==> config.mk <==
export PLATFORM = sky130hd
export DESIGN_NAME = driver_status_regs
export DESIGN_NICKNAME = d
export VERILOG_FILES = /design/src/inc/driver_status_flags_pkg.sv /design/src/inc/stst_if.sv /design/src/hdl/standstill_timer.sv /design/src/hdl/driver_status_regs.sv
export SDC_FILE = /design/constraint.sdc
export NUM_CORES = 1
export LEC_CHECK = 0
export CORE_UTILIZATION = 57
export DETAILED_ROUTE_END_ITERATION = 7
export DONT_BUFFER_PORTS = 1
export PLACE_DENSITY = 0.86
export SLEW_MARGIN = 10
export SYNTH_ARGS = -nofsm -noshare
export SYNTH_HDL_FRONTEND = slang
export SYNTH_SLANG_ARGS = --single-unit
==> constraint.sdc <==
create_clock -name pclk -period 2.1 [get_ports pclk]
set_input_delay 0.63 -clock pclk [delete_from_list [all_inputs] [get_ports pclk]]
set_output_delay 0.63 -clock pclk [all_outputs]
set_load 0.05 [all_outputs]
==> src/inc/driver_status_flags_pkg.sv <==
// Constants for the driver status flag register block
package driver_status_flags_pkg;
    // ==========================================================
    // Register indices and byte addresses
    localparam logic [11:0] FLAGS_IDX       = 12'h06F;
    localparam logic [11:0] IRQ_STATUS_IDX  = 12'h070;
    localparam logic [11:0] IRQ_MASK_IDX    = 12'h071;
    localparam logic [11:0] DRV_CTRL_IDX    = 12'h072;
    localparam logic [11:0] FLAGS_ADDR      = {FLAGS_IDX[9:0], 2'b00};
    localparam logic [11:0] IRQ_STATUS_ADDR = {IRQ_STATUS_IDX[9:0], 2'b00};
    localparam logic [11:0] IRQ_MASK_ADDR   = {IRQ_MASK_IDX[9:0], 2'b00};
    localparam logic [11:0] DRV_CTRL_ADDR   = {DRV_CTRL_IDX[9:0], 2'b00};
    // ==========================================================
    // Status word field positions
    localparam int STST_BIT      = 31;
    localparam int OLB_BIT       = 30;
    localparam int OLA_BIT       = 29;
    localparam int GSB_BIT       = 28;
    localparam int GSA_BIT       = 27;
    localparam int OTPW_BIT      = 26;
    localparam int OVT_BIT       = 25;
    localparam int STALL_BIT     = 24;
    localparam int CS_MSB        = 20;
    localparam int CS_LSB        = 16;
    localparam int FS_BIT        = 15;
    localparam int QUIET_BIT     = 14;
    localparam int VSB_BIT       = 13;
    localparam int VSA_BIT       = 12;
    localparam int LOAD_MSB      = 9;
    localparam int LOAD_W        = 10;
    localparam int CS_W          = 5;
    // ==========================================================
    // Interrupt status and mask layout
    localparam int IRQ_W         = 7;
    localparam int IRQ_STANDSTILL = 0;
    localparam int IRQ_STALL     = 1;
    localparam int IRQ_GND_SHORT = 2;
    localparam int IRQ_VS_SHORT  = 3;
    localparam int IRQ_OTPW      = 4;
    localparam int IRQ_OVT       = 5;
    localparam int IRQ_OPEN_LOAD = 6;
    // ==========================================================
    // Control register and reset values
    localparam int              OFF_TIME_W      = 4;
    localparam logic [3:0]      OFF_TIME_RESET  = 4'h0;
    localparam logic [3:0]      OFF_TIME_ZERO   = 4'h0;
    localparam logic [IRQ_W-1:0] IRQ_MASK_RESET = 7'h00;
    localparam logic [31:0]     STATUS_RESET    = 32'h0000_0000;
    localparam logic [31:0]     STST_CYCLES     = 32'h0010_0000;
    localparam logic [7:0]      VS_THRESH       = 8'hC0;
    localparam int              SYNC_W          = 8;
    localparam logic [7:0]      SYNC_RESET      = 8'hC0;
endpackage

==> src/inc/stst_if.sv <==
// Carrier between the status block and its standstill timer
`timescale 1ns/10ps
interface stst_if;
    logic step_seen;
    logic standstill;
    modport timer (input step_seen, output standstill);
    modport user  (output step_seen, input standstill);
endinterface

==> src/hdl/standstill_timer.sv <==
// Standstill timeout counter restarted by step pulses
`timescale 1ns/10ps
module standstill_timer #(
    parameter logic [31:0] CYCLES = driver_status_flags_pkg::STST_CYCLES
) (
    input  wire logic pclk,
    input  wire logic presetn,
    stst_if.timer     t
);
    // ==========================================================
    // Timeout counter
    logic [31:0] count_q;
    logic        stst_q;

    always_ff @(posedge pclk or negedge presetn) begin
        if (!presetn) begin
            count_q <= 32'h0000_0000;
            stst_q  <= 1'b0;
        end else if (t.step_seen) begin
            count_q <= 32'h0000_0000;
            stst_q  <= 1'b0;
        end else if (count_q >= CYCLES - 32'h0000_0001) begin
            stst_q  <= 1'b1;
        end else begin
            count_q <= count_q + 32'h0000_0001;
        end
    end

    assign t.standstill = stst_q;

    // ==========================================================
    // Checks
    a_stst_restart: assert property (@(posedge pclk) disable iff (!presetn)
        t.step_seen |=> !stst_q)
        else $error("standstill not cleared by step");
    a_stst_timeout: assert property (@(posedge pclk) disable iff (!presetn)
        (count_q == CYCLES - 32'h0000_0001) && !t.step_seen |=> stst_q)
        else $error("standstill late after timeout");
endmodule // standstill_timer

==> src/hdl/driver_status_regs.sv <==
// Driver status flag register with fault latches, interrupts and APB access
//
// Operation
// - The status word is one read-only 32-bit register at index 0x6F.
// - Bit 31 sets after 2^20 clocks without a step pulse and restarts at each step.
// - Bits 30 and 29 report open load on phase B and A and never disable the driver.
// - A ground short sets bit 28 or 27, disables the driver and latches until off time is zero or enable pin is off.
// - A supply short sets bit 13 or 12, disables the driver and latches the same way.
// - The supply short decision includes the sense resistor drop with the bridge drop.
// - Bit 26 shows the common overtemperature pre-warning while it is exceeded.
// - Bit 25 shows overtemperature and keeps the drivers off until the pre-warning has cleared too.
// - Bit 24 sets when the load value is zero or a load-speed mode stall is seen.
// - Bits 20 to 16 carry the actual current scale.
// - Bit 15 shows that the driver runs in fullstep.
// - Bit 14 shows that the quiet voltage-mode chopper is active.
// - Stall detection compares the load value in the low bits with zero.
//
// The APB interface to the registers was chosen for this implementation.
`timescale 1ns/10ps
module driver_status_regs #(
    parameter logic [31:0] STST_CYCLES = driver_status_flags_pkg::STST_CYCLES,
    parameter logic [7:0]  VS_THRESH   = driver_status_flags_pkg::VS_THRESH
) (
    input  wire logic        pclk,
    input  wire logic        presetn,
    input  wire logic [11:0] paddr,
    input  wire logic        psel,
    input  wire logic        penable,
    input  wire logic        pwrite,
    input  wire logic [31:0] pwdata,
    output logic      [31:0] prdata,
    output logic             pready,
    output logic             pslverr,
    input  wire logic        step_pin,
    input  wire logic        driver_enable_pin_n,
    input  wire logic        gnd_short_det_a,
    input  wire logic        gnd_short_det_b,
    input  wire logic        open_load_det_a,
    input  wire logic        open_load_det_b,
    input  wire logic        otpw_det,
    input  wire logic        overtemp_det,
    input  wire logic [7:0]  bridge_drop_a,
    input  wire logic [7:0]  bridge_drop_b,
    input  wire logic [7:0]  sense_drop_a,
    input  wire logic [7:0]  sense_drop_b,
    input  wire logic [9:0]  load_measurement_value,
    input  wire logic [4:0]  current_scale,
    input  wire logic        fullstep_active,
    input  wire logic        quiet_chopper_active,
    input  wire logic        load_speed_mode,
    input  wire logic        load_speed_stall,
    output logic             driver_disable,
    output logic      [3:0]  chopper_off_time,
    output logic             irq
);
    // ==========================================================
    // Pin synchronisers
    logic [driver_status_flags_pkg::SYNC_W-1:0] sync1_q;
    logic [driver_status_flags_pkg::SYNC_W-1:0] sync2_q;
    logic                              step_prev_q;
    logic                              step_s;
    logic                              en_pin_s;
    logic                              gsa_s;
    logic                              gsb_s;
    logic                              ola_s;
    logic                              olb_s;
    logic                              otpw_s;
    logic                              ovt_s;

    always_ff @(posedge pclk or negedge presetn) begin
        if (!presetn) begin
            sync1_q     <= driver_status_flags_pkg::SYNC_RESET;
            sync2_q     <= driver_status_flags_pkg::SYNC_RESET;
            step_prev_q <= 1'b1;
        end else begin
            sync1_q     <= {step_pin, driver_enable_pin_n, gnd_short_det_a, gnd_short_det_b,
                            open_load_det_a, open_load_det_b, otpw_det, overtemp_det};
            sync2_q     <= sync1_q;
            step_prev_q <= sync2_q[7];
        end
    end

    assign step_s = sync2_q[7];
    assign en_pin_s = sync2_q[6];
    assign gsa_s  = sync2_q[5];
    assign gsb_s  = sync2_q[4];
    assign ola_s  = sync2_q[3];
    assign olb_s  = sync2_q[2];
    assign otpw_s = sync2_q[1];
    assign ovt_s  = sync2_q[0];

    // ==========================================================
    // Standstill timer
    stst_if st ();

    assign st.step_seen = step_s & ~step_prev_q;

    standstill_timer #(
        .CYCLES (STST_CYCLES)
    ) u_timer (
        .pclk    (pclk),
        .presetn (presetn),
        .t       (st.timer)
    );

    // ==========================================================
    // APB decode
    logic        access;
    logic        wr_en;
    logic        rd_en;
    logic [31:0] prdata_q;
    logic        pready_q;
    logic        pslverr_q;

    assign access = psel & penable & pready_q;
    assign wr_en  = access & pwrite;
    assign rd_en  = access & ~pwrite;

    // ==========================================================
    // Control register
    logic [3:0] off_time_q;
    logic       flag_clear;

    always_ff @(posedge pclk or negedge presetn) begin
        if (!presetn) begin
            off_time_q <= driver_status_flags_pkg::OFF_TIME_RESET;
        end else if (wr_en && paddr == driver_status_flags_pkg::DRV_CTRL_ADDR) begin
            off_time_q <= pwdata[driver_status_flags_pkg::OFF_TIME_W-1:0];
        end
    end

    assign flag_clear = (off_time_q == driver_status_flags_pkg::OFF_TIME_ZERO) | en_pin_s;

    // ==========================================================
    // Short detection latches
    logic [8:0] vs_sum_a;
    logic [8:0] vs_sum_b;
    logic       vs_det_a;
    logic       vs_det_b;
    logic       gsa_q;
    logic       gsb_q;
    logic       vsa_q;
    logic       vsb_q;

    assign vs_sum_a = {1'b0, bridge_drop_a} + {1'b0, sense_drop_a};
    assign vs_sum_b = {1'b0, bridge_drop_b} + {1'b0, sense_drop_b};
    assign vs_det_a = vs_sum_a > {1'b0, VS_THRESH};
    assign vs_det_b = vs_sum_b > {1'b0, VS_THRESH};

    always_ff @(posedge pclk or negedge presetn) begin
        if (!presetn) begin
            gsa_q <= 1'b0;
            gsb_q <= 1'b0;
        end else begin
            gsa_q <= gsa_s | (gsa_q & ~flag_clear);
            gsb_q <= gsb_s | (gsb_q & ~flag_clear);
        end
    end

    always_ff @(posedge pclk or negedge presetn) begin
        if (!presetn) begin
            vsa_q <= 1'b0;
            vsb_q <= 1'b0;
        end else begin
            vsa_q <= vs_det_a | (vsa_q & ~flag_clear);
            vsb_q <= vs_det_b | (vsb_q & ~flag_clear);
        end
    end

    // ==========================================================
    // Overtemperature latch
    logic ovt_q;

    always_ff @(posedge pclk or negedge presetn) begin
        if (!presetn) begin
            ovt_q <= 1'b0;
        end else begin
            ovt_q <= ovt_s | (ovt_q & otpw_s);
        end
    end

    // ==========================================================
    // Driver disable
    logic drv_off_q;

    always_ff @(posedge pclk or negedge presetn) begin
        if (!presetn) begin
            drv_off_q <= 1'b1;
        end else begin
            drv_off_q <= gsa_q | gsb_q | vsa_q | vsb_q | ovt_q | flag_clear;
        end
    end

    // ==========================================================
    // Status word
    logic        stall;
    logic [31:0] status_d;
    logic [31:0] status_q;

    assign stall = (load_measurement_value == 10'h000) | (load_speed_mode & load_speed_stall);

    always_comb begin
        status_d = driver_status_flags_pkg::STATUS_RESET;
        status_d[driver_status_flags_pkg::STST_BIT]  = st.standstill;
        status_d[driver_status_flags_pkg::OLB_BIT]   = olb_s;
        status_d[driver_status_flags_pkg::OLA_BIT]   = ola_s;
        status_d[driver_status_flags_pkg::GSB_BIT]   = gsb_q;
        status_d[driver_status_flags_pkg::GSA_BIT]   = gsa_q;
        status_d[driver_status_flags_pkg::OTPW_BIT]  = otpw_s;
        status_d[driver_status_flags_pkg::OVT_BIT]   = ovt_q;
        status_d[driver_status_flags_pkg::STALL_BIT] = stall;
        status_d[driver_status_flags_pkg::CS_MSB:driver_status_flags_pkg::CS_LSB] = current_scale;
        status_d[driver_status_flags_pkg::FS_BIT]    = fullstep_active;
        status_d[driver_status_flags_pkg::QUIET_BIT] = quiet_chopper_active;
        status_d[driver_status_flags_pkg::VSB_BIT]   = vsb_q;
        status_d[driver_status_flags_pkg::VSA_BIT]   = vsa_q;
        status_d[driver_status_flags_pkg::LOAD_MSB:0] = load_measurement_value;
    end

    always_ff @(posedge pclk or negedge presetn) begin
        if (!presetn) begin
            status_q <= driver_status_flags_pkg::STATUS_RESET;
        end else begin
            status_q <= status_d;
        end
    end

    // ==========================================================
    // Interrupt status and mask
    logic [driver_status_flags_pkg::IRQ_W-1:0] irq_ev;
    logic [driver_status_flags_pkg::IRQ_W-1:0] irq_clr;
    logic [driver_status_flags_pkg::IRQ_W-1:0] irq_stat_q;
    logic [driver_status_flags_pkg::IRQ_W-1:0] irq_mask_q;
    logic [31:0]                      rise;
    logic                             irq_q;

    assign rise = status_d & ~status_q;

    always_comb begin
        irq_ev = '0;
        irq_ev[driver_status_flags_pkg::IRQ_STANDSTILL] = rise[driver_status_flags_pkg::STST_BIT];
        irq_ev[driver_status_flags_pkg::IRQ_STALL]      = rise[driver_status_flags_pkg::STALL_BIT];
        irq_ev[driver_status_flags_pkg::IRQ_GND_SHORT]  = rise[driver_status_flags_pkg::GSA_BIT] | rise[driver_status_flags_pkg::GSB_BIT];
        irq_ev[driver_status_flags_pkg::IRQ_VS_SHORT]   = rise[driver_status_flags_pkg::VSA_BIT] | rise[driver_status_flags_pkg::VSB_BIT];
        irq_ev[driver_status_flags_pkg::IRQ_OTPW]       = rise[driver_status_flags_pkg::OTPW_BIT];
        irq_ev[driver_status_flags_pkg::IRQ_OVT]        = rise[driver_status_flags_pkg::OVT_BIT];
        irq_ev[driver_status_flags_pkg::IRQ_OPEN_LOAD]  = rise[driver_status_flags_pkg::OLA_BIT] | rise[driver_status_flags_pkg::OLB_BIT];
    end

    assign irq_clr = (wr_en && paddr == driver_status_flags_pkg::IRQ_STATUS_ADDR) ?
                     pwdata[driver_status_flags_pkg::IRQ_W-1:0] : '0;

    always_ff @(posedge pclk or negedge presetn) begin
        if (!presetn) begin
            irq_stat_q <= '0;
        end else begin
            irq_stat_q <= (irq_stat_q & ~irq_clr) | irq_ev;
        end
    end

    always_ff @(posedge pclk or negedge presetn) begin
        if (!presetn) begin
            irq_mask_q <= driver_status_flags_pkg::IRQ_MASK_RESET;
        end else if (wr_en && paddr == driver_status_flags_pkg::IRQ_MASK_ADDR) begin
            irq_mask_q <= pwdata[driver_status_flags_pkg::IRQ_W-1:0];
        end
    end

    always_ff @(posedge pclk or negedge presetn) begin
        if (!presetn) begin
            irq_q <= 1'b0;
        end else begin
            irq_q <= |(irq_stat_q & irq_mask_q);
        end
    end

    // ==========================================================
    // APB answer
    always_ff @(posedge pclk or negedge presetn) begin
        if (!presetn) begin
            pready_q  <= 1'b0;
            prdata_q  <= 32'h0000_0000;
            pslverr_q <= 1'b0;
        end else begin
            pready_q  <= psel & penable & ~pready_q;
            prdata_q  <= 32'h0000_0000;
            pslverr_q <= 1'b0;
            if (psel && penable && !pready_q) begin
                if (paddr == driver_status_flags_pkg::FLAGS_ADDR) begin
                    prdata_q <= pwrite ? 32'h0000_0000 : status_q;
                end else if (paddr == driver_status_flags_pkg::IRQ_STATUS_ADDR) begin
                    prdata_q <= pwrite ? 32'h0000_0000 : {25'h0, irq_stat_q};
                end else if (paddr == driver_status_flags_pkg::IRQ_MASK_ADDR) begin
                    prdata_q <= pwrite ? 32'h0000_0000 : {25'h0, irq_mask_q};
                end else if (paddr == driver_status_flags_pkg::DRV_CTRL_ADDR) begin
                    prdata_q <= pwrite ? 32'h0000_0000 : {28'h0, off_time_q};
                end else begin
                    pslverr_q <= 1'b1;
                end
            end
        end
    end

    assign prdata           = prdata_q;
    assign pready           = pready_q;
    assign pslverr          = pslverr_q;
    assign driver_disable   = drv_off_q;
    assign chopper_off_time = off_time_q;
    assign irq              = irq_q;

    // ==========================================================
    // Checks
    a_gnd_short_hold: assert property (@(posedge pclk) disable iff (!presetn)
        gsb_q && !flag_clear |=> gsb_q ##1 drv_off_q)
        else $error("ground short flag lost or driver left on");
    a_vs_short_set: assert property (@(posedge pclk) disable iff (!presetn)
        vs_det_a |=> vsa_q ##1 drv_off_q)
        else $error("supply short not latched");
    a_vs_sense_sum: assert property (@(posedge pclk) disable iff (!presetn)
        $rose(vsb_q) |-> ({1'b0, $past(bridge_drop_b)} + {1'b0, $past(sense_drop_b)}) > {1'b0, VS_THRESH})
        else $error("supply short without drop sum over threshold");
    a_ovt_hold: assert property (@(posedge pclk) disable iff (!presetn)
        ovt_q && otpw_s |=> ovt_q ##1 drv_off_q)
        else $error("overtemperature released before prewarning");
    a_open_load_info: assert property (@(posedge pclk) disable iff (!presetn)
        !(gsa_q || gsb_q || vsa_q || vsb_q || ovt_q || flag_clear) |=> !drv_off_q)
        else $error("driver disabled without cause");
    a_stall_zero: assert property (@(posedge pclk) disable iff (!presetn)
        load_measurement_value == 10'h000 |=> status_q[driver_status_flags_pkg::STALL_BIT])
        else $error("stall not flagged on zero load");
    a_mode_bits: assert property (@(posedge pclk) disable iff (!presetn)
        quiet_chopper_active && !fullstep_active |=>
        status_q[driver_status_flags_pkg::QUIET_BIT] && !status_q[driver_status_flags_pkg::FS_BIT])
        else $error("chopper mode bits wrong");
    a_cs_follow: assert property (@(posedge pclk) disable iff (!presetn)
        ##1 status_q[driver_status_flags_pkg::CS_MSB:driver_status_flags_pkg::CS_LSB] == $past(current_scale))
        else $error("current scale not mirrored");
    a_read_keeps: assert property (@(posedge pclk) disable iff (!presetn)
        rd_en && gsa_q && !flag_clear |=> gsa_q)
        else $error("read altered latched flag");
    a_irq_level: assert property (@(posedge pclk) disable iff (!presetn)
        |(irq_stat_q & irq_mask_q) |=> irq_q)
        else $error("interrupt not raised");
    a_apb_answer: assert property (@(posedge pclk) disable iff (!presetn)
        psel && penable && !pready_q |=> pready_q)
        else $error("apb answer late");
endmodule // driver_status_regs

# After elaboration in Yosys (flattened, before gate mapping)
# Index checks and enable logic that the tools add are counted.
# op_classes
add_sub_neg	3
magnitude_cmp	3
eq_ne	5
mux	19
bitwise	35
n_reduce_logical	10
# op_table
op	n
2-to-1 mux 32 bit	5
equality test 12 x 9 -> 1 bit (second input constant)	4
2-to-1 mux 7 bit	5
adder 32 x 1 -> 32 bit (second input constant)	1
AND 32 bit	1
>= comparator 32 x 20 -> 1 bit (second input constant)	1
inverter 32 bit	1
adder 8 x 8 -> 9 bit	2
greater-than comparator 9 x 8 -> 1 bit (second input constant)	2
OR 1 bit	15
AND 7 bit	2
AND 1 bit	11
zero test 10 bit	1
2-to-1 mux 4 bit	2
2-to-1 mux 1 bit	7
inverter 7 bit	1
OR 7 bit	1
OR reduction 7 bit	1
logical AND 1 bit	5
zero test 4 bit	1
inverter 1 bit	3
inequality test 2 bit (second input constant)	1
nonzero test 2 bit	1
zero test 1 bit	1
# word_totals
register_bits	136
inputBits	108
out_inout_bits	40
wordCells	94

# Longest topological paths before layout
# logic_depth
word_depth	8
mapped_depth	7
ltp_nobuf	7

# By module
# From an unflattened synthesis, not the netlist that was laid out.
# unflattened
hier_cells	470
hier_area_um2	5645.4
# by_module_without_submodules
module	instances	cells_each	area_each_um2	seq_area_each_um2
driver_status_regs	1	316	4032.6	2459.9
standstill_timer	1	154	1612.8	825.8

# Worst setup path after synthesis
# Ideal clock, no wire load.
# synth_timing
path_kind	input to register
start	input bridge_drop_b[0]
end	register vsb_q
setup_ns	0.116
arrival_time_ns	2.210
required_time_ns	1.984
setup_slack_ns	-0.225
path_stages	7
path_buffers	0
cell_sequence	ha_1 > fa_1 > a211oi_1 > nor3b_1 > o31ai_1 > xor2_1 > o311ai_0
# synth_via
elab_chain_len	3
# synth_lines
item	line_no	rtl
start: declaration	driver_status_regs.sv:43	input wire logic [7:0] bridge_drop_b,
adder 8 x 8 -> 9 bit	driver_status_regs.sv:146	assign vs_sum_b = {1'b0, bridge_drop_b} + {1'b0, sense_drop_b};
greater-than comparator 9 x 8 -> 1 bit	driver_status_regs.sv:148	assign vs_det_b = vs_sum_b > {1'b0, VS_THRESH};
OR 1 bit	driver_status_regs.sv:166	vsb_q <= vs_det_b | (vsb_q & ~flag_clear);
end signal: assignment	driver_status_regs.sv:166	
end: declaration	driver_status_regs.sv:143	logic vsb_q;
# Every way passes these cells.
# A chain may end at the register's enable or synchronous reset.

# Worst setup path in the final report
# layout_timing
start	register u_timer.count_q[5]
end	register u_timer.count_q[17]
# layout_via
elab_chain_len	3
elab_cells_between_ends	5
classes_between	add/sub: 1; order compare: 1; eq/ne: 1; mux: 2
# layout_lines
item	line_no	rtl
start: declaration	standstill_timer.sv:12	logic [31:0] count_q;
start signal: assignment	standstill_timer.sv:25	count_q <= count_q + 32'h0000_0001;
adder 32 x 1 -> 32 bit	standstill_timer.sv:25	
2-to-1 mux 32 bit	standstill_timer.sv:22	end else if (count_q >= CYCLES - 32'h0000_0001) begin
2-to-1 mux 32 bit	standstill_timer.sv:19	end else if (t.step_seen) begin
# Parallel ways exist; a longest one is shown, timed or not. The select of a mux whose other input is x is not followed.

==> flow_summary.json <==
{
  "status": "finished with violations",
  "violations": "hold timing",
  "maxCapViolations": 0,
  "switching_share_pct": 25.2,
  "hold_viol_final": 131,
  "yosysTopAreaCell": "dfrtp_1",
  "clock.fmax_mhz": 495,
  "yosysTopAreaCellShare_pct": 55.6,
  "finalPower_mw": 5.88,
  "place_ws_ns": -0.275,
  "fin_crit_sh_pct": 96.2,
  "setup_viol": 0,
  "gp_congestion": 0.780,
  "htree_num_levels": 4,
  "reg2reg_depth": 5,
  "routedWlPerCell_um": 19.3,
  "slew_violations": 0,
  "clk_latency_ns": 0.52,
  "yosysMostFrequentCell": "dfrtp_1",
  "initial_utilization_pct": 59.8,
  "synth_edf_count": 0,
  "fill_cells": 619,
  "core_sq_um": 9420,
  "tritoncts": "built",
  "drc": 0,
  "min_period_ns": 2.02,
  "grt_pass1_wl_um": 19600,
  "die_y_um": 101,
  "vias": 3755,
  "hold_class": "input pin to async pin",
  "worst_slack_ns": 0.0799,
  "diodes": 0,
  "numCtsBuffers": 17,
  "postRouteAntennaNets": 0,
  "cts.clk_slew.worst_paths_ns": 0.06,
  "fin_cells": 626,
  "clockRootBuffer": "clkbuf_8",
  "dieArea_sq_um": 10300,
  "firstDrtPassIters": 4,
  "synth.distinct_cells": 59,
  "rrSetupSlack_ns": 0.08,
  "p_int_mw": 4.40,
  "p_seq_share_pct": 45.9,
  "combPwrFrac_pct": 5.7,
  "synth_ff_type": "dfrtp_1",
  "dpl.hpwl_um": 7880,
  "power.switching_mw": 1.48,
  "grt_max_degree": 132,
  "required_ns": 2.50,
  "die_w_um": 101,
  "ys_warn_count": 0,
  "ys_ff_latch": 131,
  "crit_arrival_ns": 2.42,
  "pwr-share-clk_pct": 48.4,
  "cp-start-kind": "flop",
  "max_stage_delay_ns": 0.62,
  "worst_pin_slew_ns": 0.552,
  "grt_pass1_vias": 4019,
  "placedCellCount": 594,
  "cp_top_family": "simple AND/OR/NAND/NOR gates",
  "r2r-end": "u_timer.count_q[17]",
  "final_layout_size_suffix_gt1_share_pct": 20.5,
  "crit_path_cell_trace": "nand4_2 -> or4_4 -> a2111oi_2 -> xnor2_1 -> nor2_1",
  "syn2layout_area_growth_pct": 16.3,
  "antenna_found_initial": 0,
  "ir_drop_uv": 502,
  "path_max_fanout": 5,
  "slew_headroom_pct": 63.0,
  "worstReg2RegStart": "u_timer.count_q[5]",
  "routed_wl_um": 12100,
  "synthCells": 457,
  "critPathBufInv": 0,
  "startpoint": "u_timer.count_q[5]",
  "synth-async-reset-ratio_pct": 100,
  "syn_avg_cell_area_sq_um": 12.3,
  "finClkSkew_ns": 0.00843,
  "portBuffers": 0,
  "overflow": 0,
  "fp-row-count": 35,
  "critPathSlowestCell": "or4_4",
  "clock_sinks": 131,
  "worst_setup_path_end_kind": "flop",
  "routed_via_density": 6.00,
  "dr.first_iter.drc_count": 246,
  "ys_top_cells_by_count": "125 x dfrtp_1, 38 x nor2_1, 22 x and2_1, 22 x xnor2_1, 18 x nand2_1",
  "setup.worst_path.class": "flop to flop",
  "track_usage_pct": 25.6,
  "hold_slack_ns": -0.200,
  "power.leakage_nw": 2.91,
  "nNetsFinal": 611,
  "rsz0062_at_grt": "false",
  "synthTopCellsByArea": "dfrtp_1 56%, ha_1 3.8%, xnor2_1 3.4%",
  "postCtsSetupRepairBufs": 0,
  "ios": 148,
  "synth_seq_area_share_pct": 58.4,
  "power.density_nw_per_um2": 899,
  "syn-cell-area_sq_um": 5630,
  "max-clock-path-buffers": 2
}
power by group through the flow:
stage / sequential (mW) / clock [mW] / combinational, mW
after floorplan: 2.72 / 0 / 0.281
after global placement: 2.73 / 0 / 0.310
after detailed placement: 2.74 / 0 / 0.325
after CTS: 2.70 / 2.87 / 0.339
after global routing: 2.71 / 2.98 / 0.375
final: 2.70 / 2.85 / 0.337
state kept, by name, summed over array words and instances (netlist names), 4 cells and up:
name,flops
sync2_q,8
irq_stat_q,7
chopper_off_time,4
irq_mask_q,7
u_timer.count_q,32
status_q,27
prdata,27
sync1_q,8
stage by stage:
step	TNS, ns	util, %	area, sq um
CTS	0	69.5	6540
finish	0	69.5	6540
detailed placement	-7.25	63.3	5960
global route	0	69.5	6540
global placement	-5.54	63.3	5960
floorplan	-0.767	-	5710
final cells by class:
type	count	area, sq um	area share, %
sequential	131	3290	50.2
multi-input combinational	295	2280	34.8
clock buffer	17	414	6.33
timing repair buffer	21	170	2.60
clock inverter	15	168	2.56
tap	129	161	2.47
inverter	18	67.6	1.03
cell families (layout without fill, tap and decap cells):
kind of cell	Yosys count	count (layout)	synth area share, %
AO/OA/AOI/OAI	70	70	9.89
XOR/XNOR	26	26	4.05
multiplexers	18	18	3.53
adder cells (fa/ha/maj)	19	19	4.49
buffers and inverters	35	71	2.80
other	1	5	0.0666
AND/OR/NAND/NOR	157	157	16.8
flip-flops	131	131	58.4
placed cells by master, fill, tap and decap left out, drive strengths merged, types with 13 or more instances in the layout:
master | Yosys | final
a21oi | 16 | 16
ha | 17 | 17
and2 | 22 | 22
nor2 | 38 | 38
clkbuf | 8 | 17
dfrtp | 125 | 125
nor4 | 14 | 14
inv | 18 | 26
xnor2 | 22 | 22
nor2b | 17 | 17
buf | 9 | 21
nand2 | 18 | 18
nand3 | 13 | 13
mux2 | 15 | 15
worst reg2reg max path, stage by stage (launching register included):
cell and delay (ns):
dfrtp_1 0.46, nand4_2 0.20, or4_4 0.62, a2111oi_2 0.41, xnor2_1 0.16, nor2_1 0.05
how the worst max path moves through the flow:
| stage | end | cells after the start | slack [ns] |
|---|---|---|---|
| after floorplan | irq_stat_q[6] | 5 | -0.1 |
| after global placement | chopper_off_time[0] | 5 | -0.22 |
| after detailed placement | chopper_off_time[0] | 5 | -0.27 |
| after CTS | u_timer.count_q[8] | 6 | 0.03 |
| after global routing | u_timer.count_q[7] | 6 | 0.01 |
| final | u_timer.count_q[17] | 5 | 0.08 |
routing by layer:
metal	GRT usage [%]	wire length [um]	vias to the layer above
met3	7.87	845	31
met4	10.7	278	0
li1	-	-	1682
met1	28.6	4640	1887
met5	0	0	-
met2	45.5	6310	155
what timing repair did:
item	in CTS	in global routing
endpoints found under the hold margin	131	131
resized for setup	0	2
endpoints found under the setup margin	0	4
Power figures use the tool's default switching activity.
